--- config.mk ---
export PLATFORM = sky130hd
export DESIGN_NAME = sdram_cmd_seq
export DESIGN_NICKNAME = d
export VERILOG_FILES = /design/src/sdram_timing_pkg.sv /design/src/req_fifo.sv /design/src/sdram_cmd_seq.sv
export SDC_FILE = /design/constraint.sdc
export NUM_CORES = 1
export LEC_CHECK = 0
export ABC_AREA = 0
export BUFFER_PORTS_ARGS = -buffer_cell sky130_fd_sc_hd__buf_2
export CAP_MARGIN = 30
export CORE_UTILIZATION = 50
export DETAILED_ROUTE_END_ITERATION = 10
export MAX_ROUTING_LAYER = met4
export PLACE_DENSITY = 0.67
export SYNTH_ARGS = -nofsm -noshare
export SYNTH_HDL_FRONTEND = slang
export SYNTH_SLANG_ARGS = --single-unit
--- constraint.sdc ---
create_clock -name CLK -period 6.36 [get_ports CLK]
set_clock_uncertainty 0.05 [all_clocks]
set_input_delay 0.318 -clock CLK [delete_from_list [all_inputs] [get_ports CLK]]
set_output_delay 0.318 -clock CLK [all_outputs]
set_load 0.005 [all_outputs]
--- src/sdram_timing_pkg.sv ---
// Purpose: shared constants and carriers for the SDRAM command sequencer
// Assumes: 100 MHz system clock, single clock domain
// Notes: counts are in clock cycles unless named in another unit
package sdram_timing_pkg;
   localparam int CLK_PERIOD_NS = 10;
   localparam int INIT_PAUSE_US = 100;
   localparam int INIT_PAUSE_CYC = (INIT_PAUSE_US * 1000 + CLK_PERIOD_NS - 1)
      / CLK_PERIOD_NS;
   localparam int INIT_REFRESHES = 2;
   localparam int DATA_W = 32;
   localparam int MASK_W = 4;
   localparam int ADDR_W = 13;
   localparam int BANK_W = 2;
   localparam int FIFO_DEPTH = 8;
   // command encodings as {cs_n, ras_n, cas_n, we_n}
   localparam logic [3:0] CMD_NOP = 4'h7;
   localparam logic [3:0] CMD_ACTIVE = 4'h3;
   localparam logic [3:0] CMD_READ = 4'h5;
   localparam logic [3:0] CMD_WRITE = 4'h4;
   localparam logic [3:0] CMD_BURST_STOP = 4'h6;
   localparam logic [3:0] CMD_PRECHARGE = 4'h2;
   localparam logic [3:0] CMD_REFRESH = 4'h1;
   localparam logic [3:0] CMD_MODE_LOAD = 4'h0;
   localparam int AUTO_PRE_BIT = 10;
   // user request opcodes
   localparam logic [2:0] OP_ACTIVE = 3'h0;
   localparam logic [2:0] OP_READ = 3'h1;
   localparam logic [2:0] OP_WRITE = 3'h2;
   localparam logic [2:0] OP_PRECHARGE = 3'h3;
   localparam logic [2:0] OP_REFRESH = 3'h4;
   localparam logic [2:0] OP_MODE_LOAD = 3'h5;
   localparam logic [2:0] OP_BURST_STOP = 3'h6;
   localparam logic [2:0] OP_SUSPEND = 3'h7;

   typedef struct packed {
      logic [2:0] op;
      logic auto_pre;
      logic [BANK_W-1:0] bank;
      logic [ADDR_W-1:0] addr;
      logic [DATA_W-1:0] wdata;
      logic [MASK_W-1:0] mask;
   } req_s;
   localparam int REQ_W = $bits(req_s);

   typedef enum logic [2:0] {
      ST_PAUSE = 3'b000,
      ST_INIT_REF = 3'b001,
      ST_READY = 3'b010,
      ST_SUSPEND = 3'b011,
      ST_WAKE = 3'b100
   } seq_e;
endpackage

--- src/req_fifo.sv ---
// Purpose: request buffer between user port and SDRAM sequencer
// Assumes: single clock, synchronous reset copy
// Notes: first-word-fall-through, honest full and empty
`timescale 1ns/1ps
module req_fifo #(
   parameter int WIDTH = 8,
   parameter int DEPTH = 8
) (
   input wire logic clk,
   input wire logic rst_n,
   input wire logic [WIDTH-1:0] in_data,
   input wire logic in_valid,
   output logic in_ready,
   output logic [WIDTH-1:0] out_data,
   output logic out_valid,
   input wire logic out_ready
);
   localparam int AW = $clog2(DEPTH);
   logic [WIDTH-1:0] mem [DEPTH]; // storage words
   logic [AW-1:0] wp_r, wp_nxt, rp_r, rp_nxt;
   logic [AW:0] cnt_r, cnt_nxt; // occupancy
   logic push, pop;
   logic full_r, full_nxt; // registered full, so the ready pin is a flop

   assign in_ready = !full_r;
   assign out_valid = (cnt_r != '0);
   assign out_data = mem[rp_r];
   assign push = in_valid && in_ready;
   assign pop = out_valid && out_ready;

   // pointer and count next values
   always_comb begin
      wp_nxt = push ? AW'((wp_r + 1'b1) % DEPTH) : wp_r;
      rp_nxt = pop ? AW'((rp_r + 1'b1) % DEPTH) : rp_r;
      cnt_nxt = cnt_r + (AW+1)'(push) - (AW+1)'(pop);
      full_nxt = (cnt_nxt == (AW+1)'(DEPTH));
   end

   // register pointers
   always_ff @(posedge clk or negedge rst_n) begin
      if (!rst_n) begin
         wp_r <= '0;
         rp_r <= '0;
         cnt_r <= '0;
         full_r <= 1'b0;
      end else begin
         wp_r <= wp_nxt;
         rp_r <= rp_nxt;
         cnt_r <= cnt_nxt;
         full_r <= full_nxt;
      end
   end

   // storage has no reset, so it stays out of the reset branch
   always_ff @(posedge clk) begin
      if (push) begin
         mem[wp_r] <= in_data;
      end
   end
endmodule

--- src/sdram_cmd_seq.sv ---
// Purpose: host-side sequencer that spaces SDRAM commands by cycle rules
// Assumes: 100 MHz CLK; user supplies commands in legal logical order
// Notes: no bank/row tracking beyond the per-rule spacing counters
`timescale 1ns/1ps
import sdram_timing_pkg::*;

module sdram_cmd_seq import sdram_timing_pkg::*; #(
   parameter int INIT_CYC = INIT_PAUSE_CYC,
   parameter int COL_GAP = 1, // col_to_col_gap
   parameter int SUSP_EXIT = 1, // suspend_exit_lat
   parameter int WD_TO_ACT = 5, // wdata_to_activate, 4 on slower grades
   parameter int WD_TO_PRE = 2, // wdata_to_precharge
   parameter int WD_TO_STOP = 1, // wdata_to_burst_stop
   parameter int WD_TO_COL = 1, // wdata_to_new_col
   parameter int MODE_TO_CMD = 2, // modeload_to_cmd
   parameter int FIFO_D = FIFO_DEPTH
) (
   input wire logic CLK,
   input wire logic RST_B,
   input wire logic [REQ_W-1:0] REQ_DATA,
   input wire logic REQ_VALID,
   output logic REQ_READY,
   input wire logic REFRESH_LOST,
   input wire logic RESUME,
   output logic CKE,
   output logic CS_N,
   output logic RAS_N,
   output logic CAS_N,
   output logic WE_N,
   output logic [BANK_W-1:0] BA,
   output logic [ADDR_W-1:0] A,
   output logic [MASK_W-1:0] DQM,
   output logic [DATA_W-1:0] DQ_O,
   output logic DQ_OE,
   output logic INIT_DONE,
   output logic REQ_READY_R
);
   localparam int CW = 16; // width of spacing counters
   localparam int PW = $clog2(INIT_CYC + 1) + 1;

   ////////////////////////////////////////////////////////////////////////
   // reset release through two flops
   logic rs1_r, rs2_r, rst_n;
   always_ff @(posedge CLK or negedge RST_B) begin
      if (!RST_B) begin
         rs1_r <= 1'b0;
         rs2_r <= 1'b0;
      end else begin
         rs1_r <= 1'b1;
         rs2_r <= rs1_r;
      end
   end
   assign rst_n = rs2_r;

   ////////////////////////////////////////////////////////////////////////
   // request buffer; pop only when a command issues or suspend is entered
   logic [REQ_W-1:0] f_data;
   logic f_valid, f_ready, in_rdy;
   req_s rq;
   req_fifo #(.WIDTH(REQ_W), .DEPTH(FIFO_D)) u_fifo (
      .clk(CLK), .rst_n(rst_n),
      .in_data(REQ_DATA), .in_valid(REQ_VALID), .in_ready(in_rdy),
      .out_data(f_data), .out_valid(f_valid), .out_ready(f_ready)
   );
   assign REQ_READY = in_rdy;
   assign rq = req_s'(f_data);

   // counter loaded with n-1 means n clocks spacing
   function automatic logic [CW-1:0] gap(input int n);
      gap = (n > 0) ? CW'(n - 1) : '0;
   endfunction

   ////////////////////////////////////////////////////////////////////////
   // sequencer state
   seq_e st_r, st_nxt;
   logic [PW-1:0] pause_r, pause_nxt;
   logic [1:0] nref_r, nref_nxt;
   logic [CW-1:0] col_r, col_nxt, act_r, act_nxt, pre_r, pre_nxt;
   logic [CW-1:0] stop_r, stop_nxt, mode_r, mode_nxt;
   logic [3:0] cmd_nxt;
   logic [BANK_W-1:0] ba_nxt;
   logic [ADDR_W-1:0] a_nxt;
   logic [MASK_W-1:0] dqm_nxt;
   logic [DATA_W-1:0] dq_nxt;
   logic oe_nxt, cke_nxt, done_nxt, pop;
   logic [3:0] cmd_r;
   logic [BANK_W-1:0] ba_r;
   logic [ADDR_W-1:0] a_r;
   logic [MASK_W-1:0] dqm_r;
   logic [DATA_W-1:0] dq_r;
   logic oe_r, cke_r, done_r, rdy_r;

   // is the head request allowed to issue this cycle
   function automatic logic may_issue(input logic [2:0] op,
         input logic [CW-1:0] col, act, pre, stp, mde);
      case (op)
         OP_READ, OP_WRITE: may_issue = (col == '0);
         OP_ACTIVE: may_issue = (act == '0) && (mde == '0);
         OP_REFRESH: may_issue = (mde == '0);
         OP_PRECHARGE: may_issue = (pre == '0);
         OP_BURST_STOP: may_issue = (stp == '0);
         default: may_issue = 1'b1;
      endcase
   endfunction

   // next-state and pin values
   always_comb begin
      st_nxt = st_r;
      pause_nxt = pause_r;
      nref_nxt = nref_r;
      col_nxt = (col_r != '0) ? col_r - 1'b1 : col_r;
      act_nxt = (act_r != '0) ? act_r - 1'b1 : act_r;
      pre_nxt = (pre_r != '0) ? pre_r - 1'b1 : pre_r;
      stop_nxt = (stop_r != '0) ? stop_r - 1'b1 : stop_r;
      mode_nxt = (mode_r != '0) ? mode_r - 1'b1 : mode_r;
      cmd_nxt = CMD_NOP;
      ba_nxt = ba_r;
      a_nxt = a_r;
      dqm_nxt = dqm_r;
      dq_nxt = dq_r;
      oe_nxt = 1'b0;
      cke_nxt = 1'b1; // clock stays running; CKE alone stops traffic
      done_nxt = done_r;
      pop = 1'b0;
      case (st_r)
         ST_PAUSE: begin
            done_nxt = 1'b0;
            if (pause_r != '0) begin
               pause_nxt = pause_r - 1'b1; // power-up pause
            end else begin
               st_nxt = ST_INIT_REF;
               nref_nxt = 2'(INIT_REFRESHES);
            end
         end
         ST_INIT_REF: begin
            if (nref_r == '0) begin
               st_nxt = ST_READY;
               done_nxt = 1'b1;
            end else if ((act_r == '0) && (mode_r == '0)) begin
               cmd_nxt = CMD_REFRESH; // wake-up refreshes
               nref_nxt = nref_r - 1'b1;
               act_nxt = gap(WD_TO_ACT);
            end
         end
         ST_READY: begin
            if (REFRESH_LOST) begin
               st_nxt = ST_INIT_REF; // redo wake-up sequence
               nref_nxt = 2'(INIT_REFRESHES);
               done_nxt = 1'b0;
            end else if (f_valid &&
                  may_issue(rq.op, col_r, act_r, pre_r, stop_r, mode_r)) begin
               pop = 1'b1;
               ba_nxt = rq.bank;
               a_nxt = rq.addr;
               dqm_nxt = rq.mask;
               case (rq.op)
                  OP_ACTIVE: cmd_nxt = CMD_ACTIVE;
                  OP_READ: begin
                     cmd_nxt = CMD_READ;
                     a_nxt[AUTO_PRE_BIT] = rq.auto_pre;
                     col_nxt = gap(COL_GAP);
                  end
                  OP_WRITE: begin
                     cmd_nxt = CMD_WRITE;
                     a_nxt[AUTO_PRE_BIT] = rq.auto_pre;
                     dq_nxt = rq.wdata; // data with command
                     oe_nxt = 1'b1; // masked lanes dropped by memory
                     col_nxt = gap(WD_TO_COL);
                     pre_nxt = gap(WD_TO_PRE + 1);
                     stop_nxt = gap(WD_TO_STOP);
                     if (rq.auto_pre) begin
                        act_nxt = gap(WD_TO_ACT + 1);
                     end
                  end
                  OP_PRECHARGE: cmd_nxt = CMD_PRECHARGE;
                  OP_REFRESH: cmd_nxt = CMD_REFRESH;
                  OP_BURST_STOP: cmd_nxt = CMD_BURST_STOP;
                  OP_MODE_LOAD: begin
                     cmd_nxt = CMD_MODE_LOAD;
                     mode_nxt = gap(MODE_TO_CMD + 1);
                  end
                  default: begin
                     cke_nxt = 1'b0; // memory stops next clock
                     st_nxt = ST_SUSPEND;
                  end
               endcase
            end
         end
         ST_SUSPEND: begin
            cke_nxt = 1'b0;
            if (RESUME) begin
               cke_nxt = 1'b1;
               st_nxt = ST_WAKE;
               pause_nxt = PW'(SUSP_EXIT);
            end
         end
         ST_WAKE: begin
            // hold NOPs for the exit setup clock
            if (pause_r > PW'(1)) begin
               pause_nxt = pause_r - 1'b1;
            end else begin
               pause_nxt = '0;
               st_nxt = ST_READY;
            end
         end
         default: st_nxt = ST_PAUSE;
      endcase
   end
   assign f_ready = pop;

   // register everything; every pin comes from a flop
   always_ff @(posedge CLK or negedge rst_n) begin
      if (!rst_n) begin
         st_r <= ST_PAUSE;
         pause_r <= PW'(INIT_CYC);
         nref_r <= '0;
         col_r <= '0;
         act_r <= '0;
         pre_r <= '0;
         stop_r <= '0;
         mode_r <= '0;
         cmd_r <= CMD_NOP;
         ba_r <= '0;
         a_r <= '0;
         dqm_r <= '1;
         dq_r <= '0;
         oe_r <= 1'b0;
         cke_r <= 1'b1;
         done_r <= 1'b0;
         rdy_r <= 1'b0;
      end else begin
         st_r <= st_nxt;
         pause_r <= pause_nxt;
         nref_r <= nref_nxt;
         col_r <= col_nxt;
         act_r <= act_nxt;
         pre_r <= pre_nxt;
         stop_r <= stop_nxt;
         mode_r <= mode_nxt;
         cmd_r <= cmd_nxt;
         ba_r <= ba_nxt;
         a_r <= a_nxt;
         dqm_r <= dqm_nxt;
         dq_r <= dq_nxt;
         oe_r <= oe_nxt;
         cke_r <= cke_nxt;
         done_r <= done_nxt;
         rdy_r <= in_rdy;
      end
   end

   assign {CS_N, RAS_N, CAS_N, WE_N} = cmd_r;
   assign BA = ba_r;
   assign A = a_r;
   assign DQM = dqm_r;
   assign DQ_O = dq_r;
   assign DQ_OE = oe_r;
   assign CKE = cke_r;
   assign INIT_DONE = done_r;
   assign REQ_READY_R = rdy_r;
endmodule

# Word level (Yosys, flattened, before mapping)

Memories as Yosys holds them, arrays and structs flattened.
Cells that the tools add are included.

Output and inout port bits: 60
Input bits: 60
Memory bits (writable): 440
Register bits: 172
Memories: 1

Memory list:

| memory     | depth | bits a word | read ports | clocked after memory_dff | wr ports | RTL line       | source |
|---|---|---|---|---|---|---|---|
| u_fifo.mem | 8     | 55          | 1          | 0                        | 1        | req_fifo.sv:19 | `logic [WIDTH-1:0] mem [DEPTH];` |

Mux-type cells: 72
Reduce and logical (&&, ||, !) cells: 30
Bitwise operators: 1
$lt $le $gt $ge: 1
Add/sub/neg operators: 11
Equal/unequal tests: 21

Operators by type and width:

| kind                                                                   | number |
|---|---|
| 16-bit 2-to-1 mux                                                      | 27 |
| 16-bit logical NOT                                                     | 5 |
| 16-bit nonzero test                                                    | 5 |
| 16-bit by 1-bit subtractor with 16-bit output (second input constant)  | 5 |
| 15-bit 2-to-1 mux                                                      | 3 |
| 15-bit one-hot mux with 3 select lines                                 | 1 |
| 3-bit 2-to-1 mux                                                       | 11 |
| 16-bit one-hot mux with 2 select lines                                 | 1 |
| 3-bit one-hot mux with 7 select lines                                  | 1 |
| 1-bit 2-to-1 mux                                                       | 18 |
| 2-bit inequality test (second input constant)                          | 8 |
| 15-bit by 1-bit > comparator with 1-bit output (second input constant) | 1 |
| 3-bit one-hot mux with 5 select lines                                  | 1 |
| 15-bit nonzero test                                                    | 1 |
| 15-bit by 1-bit subtractor with 15-bit output (second input constant)  | 1 |
| 3-bit by 2-bit == test with 1-bit output (second input constant)       | 4 |
| 3-bit == test (second input constant)                                  | 4 |
| 3-bit AND reduction                                                    | 3 |
| 2-bit 2-to-1 mux                                                       | 4 |
| 7-bit OR reduction                                                     | 1 |
| 3-bit by 1-bit adder with 3-bit output (second input constant)         | 2 |
| 3-bit by 1-bit == test with 1-bit output (second input constant)       | 2 |
| 3-bit logical NOT                                                      | 2 |
| 3-bit inequality test (second input constant)                          | 2 |
| 19 further kinds                                                       | 23 |

# Depth between registers and ports, before layout

An unclocked memory read counts as a cell.

Depth after elaboration: 13
Mapped depth: 15
Depth with buffers taken out: 14

# Cells and area by module

From an unflattened synthesis, not the netlist that was laid out.

Cells, all modules: 1,384
Area total of the unflattened synthesis: 24,581.1 um2

By module, submodules not included:

| module        | times used | area an instance (um2) | cells each |
|---|---|---|---|
| req_fifo      | 1          | 17,115.2               | 695 |
| sdram_cmd_seq | 1          | 7,465.9                | 689 |

# Worst setup path after synthesis

Ideal clock, no wire load.

Path type: flip-flop to flip-flop
Start: reg u_fifo.full_r
End: mem u_fifo.mem[0][0] in the netlist's numbering, enable pin
Path buffers: 1
Setup time: 0.535 ns
Arrival: 4.561 ns
Cell stages (with the launch flop): 5
Setup slack: 1.214 ns
Required time: 5.775 ns
Cells stage by stage: dfrtp_1 > nor2b_1 > clkbuf_1 > nand2b_1 > nor3_1

Longest elaborated chain between the ends: 4

RTL lines:

| item                                   | RTL line       | source |
|---|---|---|
| from (decl)                            | req_fifo.sv:23 | `logic full_r, full_nxt;` |
| from (signal assigned)                 | req_fifo.sv:50 | `full_r <= full_nxt;` |
| 1-bit logical NOT                      | req_fifo.sv:25 | `assign in_ready = !full_r;` |
| 1-bit logical AND                      | req_fifo.sv:28 | `assign push = in_valid && in_ready;` |
| via u_fifo.push                        | req_fifo.sv:22 | `logic push, pop;` |
| 1-bit 2-to-1 mux                       | req_fifo.sv:56 | `if (push) begin` |
| 1-bit 2-to-1 mux (not written as such) | req_fifo.sv:57 | `mem[wp_r] <= in_data;` |
| to (decl)                              | req_fifo.sv:19 |  |

The timed path passes the listed nets, and every way through them passes these cells.

# Worst setup path in the final report

Start: reg u_fifo.rp_r[0]
End: reg u_fifo.full_r

Longest elaborated chain between the ends: 13
Elaborated cells between the ends (all ways): 18

RTL lines:

| item                                                                                                        | RTL line             | source |
|---|---|---|
| from (decl)                                                                                                 | req_fifo.sv:20       | `logic [AW-1:0] wp_r, wp_nxt, rp_r, rp_nxt;` |
| from (signal assigned)                                                                                      | req_fifo.sv:48       | `rp_r <= rp_nxt;` |
| memory read 8 x 55 bit (*)                                                                                  | -                    |  |
| 3-bit by 2-bit == test with 1-bit output / 3-bit by 1-bit == test with 1-bit output (equally long branches) | sdram_cmd_seq.sv:96  | `case (op)` |
| 2-bit OR reduction (no source line)                                                                         | -                    |  |
| 1-bit one-hot mux with 5 select lines (*)                                                                   | sdram_cmd_seq.sv:96  |  |
| 1-bit 2-to-1 mux (*)                                                                                        | sdram_cmd_seq.sv:146 | `if (REFRESH_LOST) begin` |
| 1-bit 2-to-1 mux (*)                                                                                        | sdram_cmd_seq.sv:125 | `case (st_r)` |
| 1-bit logical AND (*)                                                                                       | sdram_cmd_seq.sv:150 | `end else if (f_valid &&` |
| 1-bit 2-to-1 mux (*)                                                                                        | sdram_cmd_seq.sv:150 |  |
| 1-bit 2-to-1 mux (*)                                                                                        | sdram_cmd_seq.sv:146 |  |
| 1-bit 2-to-1 mux (*)                                                                                        | sdram_cmd_seq.sv:125 |  |
| 1-bit logical AND (*)                                                                                       | req_fifo.sv:29       | `assign pop = out_valid && out_ready;` |
| 4-bit by 1-bit subtractor with 4-bit output (*)                                                             | req_fifo.sv:35       | `cnt_nxt = cnt_r + (AW+1)'(push) - (AW+1)'(pop);` |
| via u_fifo.cnt_nxt[3]                                                                                       | req_fifo.sv:21       | `logic [AW:0] cnt_r, cnt_nxt;` |
| 4-bit == test (*)                                                                                           | req_fifo.sv:36       | `full_nxt = (cnt_nxt == (AW+1)'(DEPTH));` |
| via u_fifo.full_nxt                                                                                         | req_fifo.sv:23       |  |

Mark *: on every way through the listed nets, which the timed path passes. The rest lies on a longest branch. The select of a mux whose other input is x is not followed.
A chain may end at the register's enable or synchronous reset.

==> run metrics <==
Hold Crit Start=REFRESH_LOST; register area share after synthesis=70.9%; RSZ-0062 raised after global routing=false; most instantiated library cell after synthesis=edfxtp_1; Post-Place Cell Area=26200 um2; Synth top cells by count=440 x edfxtp_1, 158 x dfrtp_1, 118 x nor2_1; vias in the first global route=13600; Top-Level Pins=120; clk root buf=clkbuf_16; fin crit share=69.5%; Final Wtd Congestion=0.835; Worst Hold Class=input port to flip-flop; worst skew pair latency=0.59 ns; most used cell, CP=ha_1; first-pass GRT wire length=77.3 mm; # rows=81; Syn Nets=1484; fin crit period=4.42 ns; Arrival @ worst endpoint=4.83 ns; Port Buf Inserts=118; core region area=48800 um2; Filler cells=3688; Slew Viols, Final=0; status=complete, no violations; Avg Synthesized Cell Area=17.5 um2; Tot Pwr=12.7 mW; slowest CP cell=dfrtp_4; Max VDD drop=0.292 mV; placed insts=2160; max incr delay on CP=0.72 ns; Setup Buffers After CTS=0; FF-to-FF setup slack=1.94 ns; clk sink count=611; FF+latch area=17500 um2; Non-Filler Instances=2340; required time worst endpoint=6.77 ns; DR pass1 iterations=5; Mapped Cells=1407; Register-to-Register Path Depth=13; CTS tree=done; multi-input combinational cell area=6860 um2; maximum clock insertion buffer count=3; antenna violations before repair=1; CP max FO=24; Pleak=10.1 nW; ys async rst share=28.0%; final non-filler cell area=28900 um2; Die Y=224 um; Final nets=1700; setup TNS=0 ns; post-synth top area cell=edfxtp_1; Die Area=50300 um2; H-tree Lvls=3; r2r startpoint=u_fifo.rp_r[0]; Overflow after GRT=0; worst-margin pin slew=0.947 ns; Max Cap Viol=0; Die W=224 um; hold path endpoint=nref_r[1]; achievable frequency=0.226 GHz; Routed WL=49.1 mm; Hold Fails Final Rpt=0; Power per Cell Area=438 nW/um2; crit path launch type=flip-flop; number of library cell types mapped by synthesis=68; hold path depth=3; post-synth top area share=53.5%; synth-to-layout area growth=17.1%; final setup fails=0; cts bufs inserted=66; vias per cell=5.55; Setup CP Type=flip-flop to flip-flop; post-cts sizing count=0; layout cells sized above 1=29.1%; GRT Total Usage=20.9%; synthesized area=24700 um2; Starting Density=50.5%; Detail Placement HPWL=28.1 mm; Hold WS=0.0571 ns; synth warn=0; drt wl/cell=21.0 um; synth top area cells=edfxtp_1 54%, dfrtp_1 16%, mux4_2 10%; relative slew slack=36.1%; Synth Flop Type=edfxtp_1; crit path cell chain=mux4_2 -> mux2i_2 -> nor3b_1 -> o31ai_2 -> a31oi_4 -> buf_4 -> ha_1 -> inv_1 -> ha_1 -> a21o_1 -> a21oi_1 -> xor2_1 -> nor4b_1; vias post-DR=13000; nature of the critical path endpoint=flip-flop; clock-pin slew on the worst setup and hold paths=0.06 ns; Detailed Route Iter0 Violations=1043; RR Endpoint=u_fifo.full_r; Post-DRT Antenna Nets=0; DRC Markers=0; #FFs+latches synth=611; Post-synth EDFFs=440; largest net degree at the start of global routing=70
## sequential cells by signal (all words and copies together), names as in the netlist, 3 cells and up
name and flops:
stop_r 16, act_r 16, A 13, col_r 16, DQM 4, pre_r 16, DQ_O 32, u_fifo.mem 440
u_fifo.cnt_r 4, u_fifo.wp_r 3, u_fifo.rp_r 3, mode_r 16, cmd_r 3, st_r 3, pause_r 15
## worst max-delay path by stage
| stage | startpoint | end | slack [ns] |
|---|---|---|---|
| 4_1_cts | u_fifo.rp_r[2] | u_fifo.full_r | 1.77 |
| 3_3_place_gp | u_fifo.rp_r[2] | u_fifo.full_r | 1.98 |
| 6_report | u_fifo.rp_r[0] | u_fifo.full_r | 1.94 |
| 2_1_floorplan | u_fifo.full_r | u_fifo.mem[0][0] | 1.21 |
| 3_5_place_dp | u_fifo.rp_r[2] | u_fifo.full_r | 1.85 |
| 5_1_grt | mode_r[0] | u_fifo.full_r | 1.64 |
## worst max-delay path: cells and delay by family, from the launching register on
| family | cells | cell delay, ns |
|---|---|---|
| flops | 1 | 0.72 |
| simple gates | 2 | 0.70 |
| fa+ha+maj | 2 | 0.50 |
| mux | 2 | 0.95 |
| xor+xnor | 1 | 0.20 |
| buf+inv | 2 | 0.47 |
| compound gates | 4 | 0.71 |
## logic make-up (layout without fill, tap and decap cells)
kind of cell	after synthesis	after routing	synth area share [%]
xor gates and xnor gates	66	66	2.34
buffers and inverters	83	351	1.54
AOI/OAI and AO/OA	94	94	2.61
DFF	611	611	70.9
and+or+nand+nor	307	307	6.11
muxes	227	227	15.5
other	2	3	0.0304
adders and majority gates	17	17	0.892
## cells in the final DEF (no fill, tap or decap), types with 7 or more instances in the layout
cell           instances
nand2_1               45
nor2_1               112
nor3_1                36
or4_1                  9
buf_4                 21
nor4_1                18
mux2_4                10
dlygate4sd3_1         58
clkbuf_16             67
mux2_1                20
ha_1                  16
mux4_2               110
dfrtp_1              154
inv_1                 29
buf_2                118
nand3_1               19
or2_2                  7
mux2_2                77
nor2b_1                8
nand2b_1               9
dfstp_2               13
xnor2_1               32
clkbuf_8               8
edfxtp_1             440
clkinv_2              12
nand4_1                7
a21oi_1               18
mux2i_1                8
xor2_1                34
o21ai_0               35
clkbuf_1              15
## per-layer routing
layer	part of all wire, %	routed length, um	track usage [%]
met5	0	0	-
met4	2.2	1100	5.64
met3	5.2	2560	4.33
met2	49	24200	33.5
met1	43	21300	27.4
## cell type report
cell class	count	area share, %
tap	664	2.87
multi-input combinational	713	23.7
timing repair buffer	202	4.99
clock inverter	30	1.03
sequential	611	60.6
antenna	1	0.00866
inverter	29	0.377
clock buffer	90	6.37
## report_power, final
group | internal, mW | switching [mW]
sequential | 5.12 | 0.507
clock | 2.18 | 1.54
combinational | 1.61 | 1.71
total | 8.90 | 3.76
## repair_timing
item	4_1_cts	5_1_grt
endpoints found under the hold margin	443	0
setup endpoints to repair	0	0
hold buffers	58	0
## through the flow
stage	setup slack (ns)	util, %
5_1_grt	1.64	59.2
3_5_place_dp	1.85	53.6
6_report	1.94	59.2
2_1_floorplan	1.21	-
3_3_place_gp	1.98	53.3
4_1_cts	1.77	59.1
Note: power is estimated with default switching activity, not from simulation.
